===== src/rtl/fpgio_pkg.sv =====
// Package for the fan-pin general-purpose I/O block
// Assumes an 8-bit register port with byte addresses as printed
package fpgio_pkg;

  // ****************************************
  // Register map
  // ****************************************
  localparam logic [7:0] ADDR_SELECT = 8'h7f;
  localparam logic [7:0] ADDR_SETUP  = 8'h80;
  localparam logic [7:0] ADDR_LEVEL  = 8'h81;

  // ****************************************
  // Reset values
  // ****************************************
  localparam logic [7:0] RST_SELECT = 8'h00;
  localparam logic [7:0] RST_SETUP  = 8'h00;
  localparam logic [7:0] RST_LEVEL  = 8'h00;

  // ****************************************
  // Field layout
  // ****************************************
  localparam int NUM_PINS      = 4;
  localparam int LEVEL_LSB     = 4;
  localparam int SEL_TOP       = 3;
  localparam int DIR_TOP       = 7;
  localparam int POL_TOP       = 6;
  localparam int SYNC_STAGES   = 2;

endpackage


===== src/rtl/fpgio_sync.sv =====
// Two-flop synchroniser for the pin input levels
// Assumes asynchronous pin levels and a single system clock
`timescale 1ns/10ps
module fpgio_sync (
  input  wire logic                           clk_i,
  input  wire logic                           rstn_i,
  input  wire logic                           en_i,
  input  wire logic [fpgio_pkg::NUM_PINS-1:0] d_i,
  output logic      [fpgio_pkg::NUM_PINS-1:0] q_o
);
  import fpgio_pkg::*;

  logic [NUM_PINS-1:0] s1_q, s1_d, s2_d;

  // ****************************************
  // Next values: first stage is read only by second
  // ****************************************
  always_comb begin
    s1_d = en_i ? d_i : s1_q;
    s2_d = en_i ? s1_q : q_o;
  end

  // Stages hold zero during reset
  always_ff @(posedge clk_i) begin
    if (!rstn_i) begin
      s1_q <= '0;
      q_o  <= '0;
    end else begin
      s1_q <= s1_d;
      q_o  <= s2_d;
    end
  end

endmodule // fpgio_sync


===== src/rtl/fpgio_pinmux.sv =====
// Per-pin output mux: fan pulse or general-purpose drive
// Assumes all inputs are on the system clock
`timescale 1ns/10ps
module fpgio_pinmux (
  input  wire logic sel_i,
  input  wire logic dir_i,
  input  wire logic pol_i,
  input  wire logic asserted_i,
  input  wire logic fan_pwm_i,
  output logic      pin_d_o,
  output logic      oe_d_o
);

  // ****************************************
  // Next pin state
  // ****************************************
  always_comb begin
    if (!sel_i) begin
      pin_d_o = fan_pwm_i;
      oe_d_o  = 1'b1;
    end else if (dir_i) begin
      pin_d_o = asserted_i ~^ pol_i;
      oe_d_o  = 1'b1;
    end else begin
      pin_d_o = 1'b0;
      oe_d_o  = 1'b0;                // Input: release the pin
    end
  end

endmodule // fpgio_pinmux


===== src/rtl/fpgio_top.sv =====
// Fan-drive pins repurposed as general-purpose I/O, with three host registers
// Assumes a simple synchronous byte register port from the serial host logic
`timescale 1ns/10ps

// Contract
// - Select bit 3..0 turns fan pin 1..4 into a general pin.
// - Direction bit 1 means output, 0 input; bits 7,5,3,1 for pins 1-4.
// - Polarity bit 1 means active high; bits 6,4,2,0 for pins 1-4.
// - Output data comes from LSB of that channel's minimum duty register.
// - Level bit of an input pin ignores host writes.
// - Input pin level bit shows assertion judged against polarity.
// - Output level bit is writable and drives the pin to asserted level.
// - Level bits 7,6,5,4 belong to pins 4,3,2,1.
// - All three registers reset to zero; pins start as fan outputs (code releases the pads in reset until the first enabled edge).
module fpgio_top (
  input  wire logic                           clk_i,
  input  wire logic                           rstn_i,
  input  wire logic                           ce_i,
  input  wire logic                           reg_wr_i,
  input  wire logic                           reg_rd_i,
  input  wire logic [7:0]                     reg_addr_i,
  input  wire logic [7:0]                     reg_wdata_i,
  output logic      [7:0]                     reg_rdata_o,
  input  wire logic [fpgio_pkg::NUM_PINS-1:0] fan_pwm_i,
  input  wire logic [fpgio_pkg::NUM_PINS-1:0] min_duty_lsb_i,
  input  wire logic                           min_duty_wr_i,
  input  wire logic [fpgio_pkg::NUM_PINS-1:0] pin_i,
  output logic      [fpgio_pkg::NUM_PINS-1:0] pin_o,
  output logic      [fpgio_pkg::NUM_PINS-1:0] pin_oe_o
);
  import fpgio_pkg::*;

  // ****************************************
  // Register state
  // ****************************************
  logic [7:0]          select_q, select_d;
  logic [7:0]          setup_q, setup_d;
  logic [7:0]          level_q, level_d;
  logic [7:0]          rdata_d;
  logic [NUM_PINS-1:0] pin_sync;
  logic [NUM_PINS-1:0] sel_p, dir_p, pol_p, lvl_p;
  logic [NUM_PINS-1:0] pin_d, oe_d;

  // Pin-indexed views of the packed fields (pin k is index k-1, 0 = pin 1)
  genvar k;
  generate
    for (k = 0; k < NUM_PINS; k++) begin : g_pin
      assign sel_p[k] = select_q[SEL_TOP - k];
      assign dir_p[k] = setup_q[DIR_TOP - 2*k];
      assign pol_p[k] = setup_q[POL_TOP - 2*k];
      assign lvl_p[k] = level_q[LEVEL_LSB + k];
      fpgio_pinmux u_mux (
        .sel_i      (sel_p[k]),
        .dir_i      (dir_p[k]),
        .pol_i      (pol_p[k]),
        .asserted_i (lvl_p[k]),
        .fan_pwm_i  (fan_pwm_i[k]),
        .pin_d_o    (pin_d[k]),
        .oe_d_o     (oe_d[k])
      );
    end
  endgenerate

  // Pin levels arrive from the board asynchronously
  fpgio_sync u_sync (
    .clk_i  (clk_i),
    .rstn_i (rstn_i),
    .en_i   (ce_i),
    .d_i    (pin_i),
    .q_o    (pin_sync)
  );

  // ****************************************
  // Register next values
  // ****************************************
  // Min duty LSB write lands in the level bit of an output pin so both
  // paths share one data flop; a host level write in the same cycle wins.
  always_comb begin
    select_d = select_q;
    setup_d  = setup_q;
    level_d  = level_q;
    rdata_d  = reg_rdata_o;
    if (reg_wr_i && reg_addr_i == ADDR_SELECT) begin
      select_d = reg_wdata_i;
    end
    if (reg_wr_i && reg_addr_i == ADDR_SETUP) begin
      setup_d = reg_wdata_i;
    end
    if (reg_wr_i && reg_addr_i == ADDR_LEVEL) begin
      level_d[LEVEL_LSB-1:0] = reg_wdata_i[LEVEL_LSB-1:0]; // Test bits stored only
    end
    for (int i = 0; i < NUM_PINS; i++) begin
      if (sel_p[i] && !dir_p[i]) begin
        level_d[LEVEL_LSB+i] = pin_sync[i] ~^ pol_p[i];
      end else if (sel_p[i]) begin
        if (min_duty_wr_i) begin
          level_d[LEVEL_LSB+i] = min_duty_lsb_i[i];
        end
        if (reg_wr_i && reg_addr_i == ADDR_LEVEL) begin
          level_d[LEVEL_LSB+i] = reg_wdata_i[LEVEL_LSB+i];
        end
      end else if (reg_wr_i && reg_addr_i == ADDR_LEVEL) begin
        level_d[LEVEL_LSB+i] = reg_wdata_i[LEVEL_LSB+i];   // Stored, no pin effect
      end
    end
    if (reg_rd_i) begin
      case (reg_addr_i)
        ADDR_SELECT: rdata_d = select_q;
        ADDR_SETUP:  rdata_d = setup_q;
        ADDR_LEVEL:  rdata_d = level_q;
        default:     rdata_d = 8'h00;
      endcase
    end
  end

  // Registers; all state frozen while the clock enable is low
  always_ff @(posedge clk_i) begin
    if (!rstn_i) begin
      select_q    <= RST_SELECT;
      setup_q     <= RST_SETUP;
      level_q     <= RST_LEVEL;
      reg_rdata_o <= 8'h00;
      pin_o       <= '0;
      pin_oe_o    <= '0;
    end else if (ce_i) begin
      select_q    <= select_d;
      setup_q     <= setup_d;
      level_q     <= level_d;
      reg_rdata_o <= rdata_d;
      pin_o       <= pin_d;
      pin_oe_o    <= oe_d;
    end
  end

  // ****************************************
  // Checks
  // ****************************************
  // Pads only leave their reset value at the first enabled edge after release
  unsel_fan_pass_a: assert property (@(posedge clk_i) disable iff (!rstn_i)
    ($past(rstn_i) && $past(ce_i) && !$past(select_q[SEL_TOP]))
      |-> (pin_oe_o[0] && pin_o[0] == $past(fan_pwm_i[0])))
    else $error("unselected pin 1 not driving fan pulse");

  input_release_a: assert property (@(posedge clk_i) disable iff (!rstn_i)
    ($past(ce_i) && $past(select_q[SEL_TOP-1]) && !$past(setup_q[DIR_TOP-2]))
      |-> !pin_oe_o[1])
    else $error("input pin 2 still driven");

  out_drive_a: assert property (@(posedge clk_i) disable iff (!rstn_i)
    ($past(ce_i) && $past(select_q[SEL_TOP-2]) && $past(setup_q[DIR_TOP-4]))
      |-> (pin_oe_o[2] && pin_o[2] == ($past(level_q[LEVEL_LSB+2])
           ~^ $past(setup_q[POL_TOP-4]))))
    else $error("output pin 3 level wrong");

  in_level_a: assert property (@(posedge clk_i) disable iff (!rstn_i)
    (ce_i && sel_p[3] && !dir_p[3]) |=> (level_q[7] == $past(pin_sync[3] ~^ pol_p[3])))
    else $error("input pin 4 level flag wrong");

  in_readonly_a: assert property (@(posedge clk_i) disable iff (!rstn_i)
    (ce_i && sel_p[0] && !dir_p[0] && reg_wr_i && reg_addr_i == ADDR_LEVEL
     && reg_wdata_i[4] != (pin_sync[0] ~^ pol_p[0])) |=> (level_q[4] != $past(reg_wdata_i[4])))
    else $error("input level flag took a write");

  duty_lsb_a: assert property (@(posedge clk_i) disable iff (!rstn_i)
    (ce_i && sel_p[1] && dir_p[1] && min_duty_wr_i
     && !(reg_wr_i && reg_addr_i == ADDR_LEVEL)) |=> (level_q[5] == $past(min_duty_lsb_i[1])))
    else $error("duty lsb not taken");

  sel_write_a: assert property (@(posedge clk_i) disable iff (!rstn_i)
    (ce_i && reg_wr_i && reg_addr_i == ADDR_SELECT) |=> (select_q == $past(reg_wdata_i)))
    else $error("select register not written");

  reset_zero_a: assert property (@(posedge clk_i)
    !rstn_i |=> (select_q == 8'h00 && setup_q == 8'h00 && level_q == 8'h00))
    else $error("registers not zero after reset");

endmodule // fpgio_top


===== config.mk =====
export PLATFORM = sky130hd
export DESIGN_NAME = fpgio_top
export DESIGN_NICKNAME = d
export VERILOG_FILES = /design/src/rtl/fpgio_pkg.sv /design/src/rtl/fpgio_sync.sv /design/src/rtl/fpgio_pinmux.sv /design/src/rtl/fpgio_top.sv
export SDC_FILE = /design/constraint.sdc
export NUM_CORES = 1
export LEC_CHECK = 0
export BUFFER_PORTS_ARGS = -buffer_cell sky130_fd_sc_hd__buf_2
export CAP_MARGIN = 25
export CELL_PAD_IN_SITES_DETAIL_PLACEMENT = 1
export CELL_PAD_IN_SITES_GLOBAL_PLACEMENT = 2
export CORE_ASPECT_RATIO = 0.75
export CORE_MARGIN = 4
export CORE_UTILIZATION = 33
export CTS_BUF_LIST = sky130_fd_sc_hd__clkbuf_16
export CTS_CLUSTER_SIZE = 40
export DETAILED_ROUTE_END_ITERATION = 8
export MAX_ROUTING_LAYER = met4
export PLACE_DENSITY_LB_ADDON = 0.1
export SETUP_SLACK_MARGIN = 0.2
export SLEW_MARGIN = 20
export SYNTH_ARGS = -nofsm -noshare
export SYNTH_HDL_FRONTEND = slang
export SYNTH_SLANG_ARGS = --single-unit

===== constraint.sdc =====
create_clock -name clk_i -period 2 [get_ports clk_i]
set_clock_uncertainty 0.05 [all_clocks]
set_input_delay 0.1 -clock clk_i [delete_from_list [all_inputs] [get_ports clk_i]]
set_output_delay 0.1 -clock clk_i [all_outputs]
set_load 0.01 [all_outputs]

## After elaboration in Yosys (flattened, before gate mapping)

Cells that the tools add are included.

| cells by class | value |
|---|---|
| equality and inequality tests | 3 |
| multiplexer cells | 37 |
| bitwise operators | 8 |
| reductions and logical operators | 27 |

Operators by type and width:

| operator | number |
|---|---|
| $mux 1 | 36 |
| $pmux 8 s3 | 1 |
| $reduce_bool 3->1 | 8 |
| $eq 8x8->1 const B | 2 |
| $reduce_and 3->1 | 4 |
| $eq 8x7->1 const B | 1 |
| $reduce_and 2->1 | 4 |
| $xnor 1x1->1 | 8 |
| $logic_and 1x1->1 | 7 |
| $logic_not 1->1 | 4 |

| word-level totals | value |
|---|---|
| register bits after elaboration | 48 |
| input bits | 34 |
| output and inout port bits | 16 |
| word-level logic and storage cells | 87 |

## Depth between registers and ports, before layout

| depth | value |
|---|---|
| depth after elaboration | 5 |
| mapped depth | 6 |
| gate-level depth less buffers | 4 |

## Cells and area by module

From an unflattened synthesis, not the netlist that was laid out.

| second synthesis, totals | value |
|---|---|
| cells, all modules | 253 |
| area, all modules | 2447.3 µm² |

By module, submodules not included:

| module | times used | cells each | area each (µm²) | seq. area each (µm²) |
|---|---|---|---|---|
| fpgio_top | 1 | 208 | 2030.7 | 800.8 |
| fpgio_sync | 1 | 25 | 301.5 | 160.2 |
| fpgio_pinmux | 4 | 5 | 28.8 | 0.0 |

## Least setup slack after synthesis

OpenSTA, ideal clock, no wires.

| timing | value |
|---|---|
| path kind | input -> register |
| start | in reg_addr_i[1] |
| end | reg setup_q[0] |
| library setup time | 0.116 ns |
| arrival | 1.497 ns |
| required time | 1.834 ns |
| path slack | 0.337 ns |
| stages on the path | 4 |
| buffers on the path | 0 |
| cells stage by stage | or4_4 nor4_4 mux2i_1 nor2b_1 |

| between the ends | value |
|---|---|
| cells in the longest elaborated chain, start to end | 3 |

RTL lines:

| item | RTL line | source |
|---|---|---|
| start, declared | fpgio_top.sv:21 | `input wire logic [7:0] reg_addr_i,` |
| $eq 8x8->1 | fpgio_top.sv:86 | `if (reg_wr_i && reg_addr_i == ADDR_SETUP) begin` |
| $logic_and 1x1->1 | fpgio_top.sv:86 |  |
| $reduce_and 2->1 (no line) | -- |  |
| end signal, assigned | fpgio_top.sv:127 | `setup_q <= setup_d;` |
| end, declared | fpgio_top.sv:37 | `logic [7:0] setup_q, setup_d;` |

No other way between the ends.
A chain may end at the register's enable or synchronous reset.

## Final worst setup path

| timing | value |
|---|---|
| start | in reg_addr_i[1] |
| end | reg level_q[4] |

| between the ends | value |
|---|---|
| cells in the longest elaborated chain, start to end | 5 |
| elaborated cells on any way between the ends | 8 |
| those cells by class | 1 x eq/ne; 3 x mux; 4 x reduce/logical |

RTL lines:

| item | RTL line | source |
|---|---|---|
| $eq 8x8->1 * | fpgio_top.sv:99, fpgio_top.sv:102 |  |
| $logic_and 1x1->1 * | fpgio_top.sv:99, fpgio_top.sv:102 |  |
| $mux 1 | fpgio_top.sv:99 | `if (reg_wr_i && reg_addr_i == ADDR_LEVEL) begin` |
| $mux 1 | fpgio_top.sv:95 | `end else if (sel_p[i]) begin` |
| $mux 1 | fpgio_top.sv:93 | `if (sel_p[i] && !dir_p[i]) begin` |
| end signal, assigned | fpgio_top.sv:128 | `level_q <= level_d;` |
| end, declared | fpgio_top.sv:38 | `logic [7:0] level_q, level_d;` |

Every way passes the cells marked *; elsewhere a longest branch is shown, timed or not.

==> flow_summary.ini <==
[run_status]
status = complete, no violations

[yosys]
synth_top_cell_by_area = dfxtp_1
synth-seq-cells = 48
synth_compound_area_share_pct = 18.10
synth-xor-area-share_pct = 3.017
dominant_combinational_cell_family_by_area_after_synthesis = simple AND/OR/NAND/NOR gates
syn_nets = 273
synth_cell_type_count = 35
synth_async_sr_flop_share_pct = 0
yosysSeqAreaShare_pct = 41.38
ys.warnings.count = 0
synth-edff-count = 0
synth.top_cells.by_area = dfxtp_1 41%, mux2i_1 10%, nor2b_1 6.5%, nand2_1 4.2%, o221a_2 3.9%
synth.avg_cell_area_um2 = 9.716
synthFlopType = dfxtp_1
synthesis.instances = 239
yosys.area.top_type_share_pct = 41.38
yosys-top-cells-count = 48 x dfxtp_1, 26 x nand2_1, 24 x mux2i_1, 24 x nor2b_1
synth_fa_ha_area_share_pct = 0
yosys.area_share.simple_pct = 21.71
post_synth_mux_area_share_pct = 10.34
synth_most_common_cell = dfxtp_1
syn-cell-area_mm2 = 0.002322

[grt]
via_count_of_the_first_global_routing_pass = 2035
grt_first_pass_wirelength_um = 10780
antenna_found_initial = 0
grt_start_max_net_pins = 41
grt_overflow_total = 0
gr-usage-all-layers_pct = 16.84

[clocking]
clkSlewWorstSetupHoldPaths_ps = 60
number_of_buffers_inserted_during_clock_tree_synthesis = 5
clk_root_buffer_cell = clkbuf_16
postCtsSetupRepairBufs = 0
cts_resized = 0
ctsHoldBuffers = 0
worstSkewPairLatency_ps = 280
cts_tree = done
cts-htree-levels = 2
clock_tree.buffer_depth = 2
clock-sinks = 48

[route]
routedWlPerCell_um = 17.55
route.vias.total = 2002
initialDrtViolationCount = 110
drt.antenna.violating_nets = 0
firstDrtPassIters = 4
remaining_routing_drc_violations = 0
met3_length_um = 384
max_layer_used = met4
wl_met2_um = 2908
detail_route.vias_per_cell = 5.324
routedLengthMet1_um = 3271
routed_wl_um = 6597

[sta]
setup-tns-final_ps = 0
hold_ws_ps = 31.97
crit_path_time_final_ps = 1514
maxSlewHeadroom_pct = 51.52
tightest_slew_ps = 722.4
timing_hold_violations_final = 0
timing.final.max_slew_violations = 0
rsz0062_at_grt = no
setup_viol_count_final = 0
final.period_utilization_pct = 75.72
max_freq_mhz = 660.3

[worst_setup_path]
critPathKind = in2reg
critical-path-top-delay-family = simple AND/OR/NAND/NOR gates
critPathCaptureType = flop
cp_slowest_stage_delay_ps = 560
path_max_fanout = 10
crit_buf_inv = 1
reg2reg_depth = 4
cp_cell_sequence = buf_2, nor4_1, and3_1, o221a_2, a31oi_1
critical_path.startpoint_type = primary input
worst_r2r_startpoint = select_q[3]
critical_path.reg2reg.endpoint = level_q[4]
r2r_setup_slack_ps = 720
cpMaxStageDelayCell = and3_1
timing.critical_path.arrival_ps = 1630
critical_path_rt_ps = 2120

[final_layout]
finish.utilization_pct = 40.64
fraction_of_layout_instances_using_a_drive_strength_above_1_pct = 26.03
number_of_antenna_repair_diodes = 0
area_growth_syn_to_layout_pct = 19.56
area_of_the_multi_input_gates_mm2 = 0.001235
regArea_um2 = 960.9
fill_cell_total_of_the_finished_layout = 814
final_net_count = 325

[die]
floorplan.die_area_mm2 = 0.008457
chipHeight_um = 80.65
top_level_ports = 50
initial_core_util_pct = 33.99
core_area_mm2 = 0.006832
rows = 26
dieWidth_um = 104.9

[run]
drv_cap = 0

[power]
share_seq_of_total_power_pct = 50.7
static-leakage-power_uw = 0.001116
clock_power_share_pct = 40.9
powerDensity_mw_per_mm2 = 699.3
netSwitchingFraction_pct = 22.79
internal_power_uw = 1499
power_frac_comb_pct = 8.4
maximum_vdd_ir_drop_v = 0.0003274
net_switching_power_figure_uw = 442.4

[placement]
gp_routability_congestion = 0.7581
numPortBuffers = 49
detailedPlacementHpwl_um = 4802

[hold_path]
min_path_type = in2reg
holdCritStartpoint = pin_i[2]
hold_path_end = u_sync.s1_q[2]
hold-path-cell-count = 3
==> metrics by stage <==
step | setup WS (ps) | area, um^2 | cells | total power [uW]
after floorplan | 337.4 | 2322 | 239 | 1092
after global placement | 246.3 | 2640 | 368 | 1170
after detailed placement | 207.2 | 2640 | 368 | 1172
after CTS | 510.4 | 2776 | 376 | 1967
after global routing | 285.5 | 2776 | 376 | 2026
final | 485.6 | 2776 | 376 | 1942
==> layout by cell type, fill, tap and decap left out <==
cell type   n
buf_2      49
o221ai_1    4
a222oi_1    8
or4_4       1
nor4_4      1
clkbuf_16   5
o31ai_1     4
nor3_2      1
nor2b_1    24
a21oi_1     4
xor2_1      8
o211a_1     4
inv_1       7
nand4b_1    1
nor3_1      1
o221a_2     8
clkinv_1    1
mux2i_1    24
nand2_1    26
dfxtp_1    48
nand3_1     2
o21ai_0     1
and3_1      1
nand4_1     9
a31oi_1     4
nor2_1      9
nor4_1      1
o21ai_1     1
and2_1      3
nand2b_1    8
a211oi_1    8
or3b_2      1
nor4bb_1    1
buf_4      10
a21boi_0    4
==> worst max path at each step <==
stage | from | end | cells past startpoint
after floorplan | reg_addr_i[1] | setup_q[0] | 4
after global placement | reg_addr_i[2] | level_q[3] | 6
after detailed placement | reg_addr_i[1] | level_q[4] | 5
after CTS | reg_addr_i[1] | level_q[3] | 6
after global routing | reg_addr_i[1] | level_q[1] | 6
final | reg_addr_i[1] | level_q[4] | 5
==> power groups by stage <==
stage               Clock, uW  Combinational, uW  Sequential (uW)
global route              859                180              987
global placement            0                163             1010
detailed placement          0                164             1010
CTS                       816                165              985
floorplan                   0               80.6             1010
finish                    794                162              985
==> final cells by class <==
type                    instances  area share, %
flip-flops and latches         48          34.61
inverters                       5         0.6760
clock inverters                 3         0.4056
well taps                      84          3.785
multi-input cells             172          44.48
clock buffers                   5          4.507
repair buffers                 59          11.54
==> registers in the layout, summed over array words and instances (netlist names) <==
| name | cells |
|---|---|
| u_sync.s1_q | 4 |
| select_q | 8 |
| pin_oe_o | 4 |
| u_sync.q_o | 4 |
| reg_rdata_o | 8 |
| setup_q | 8 |
| level_q | 8 |
| pin_o | 4 |
==> logic make-up after synthesis <==
family          after synthesis
xor+xnor                      8
mux                          24
compound gates               50
buf+inv                      19
flops                        48
simple gates                 90
==> tightest hold or removal path, delay by kind of cell <==
family	cells	cell delay, ps
buffers and inverters	1	80
muxes	1	50
and+or+nand+nor	1	90
==> per-layer routing <==
metal / global-route usage (%) / up-vias
met5: - / -
met2: 25.93 / 46
met4: 4.456 / 0
met1: 22.46 / 964
met3: 3.695 / 2
li1: - / 990
No activity file was read; power rests on OpenSTA's default activity.
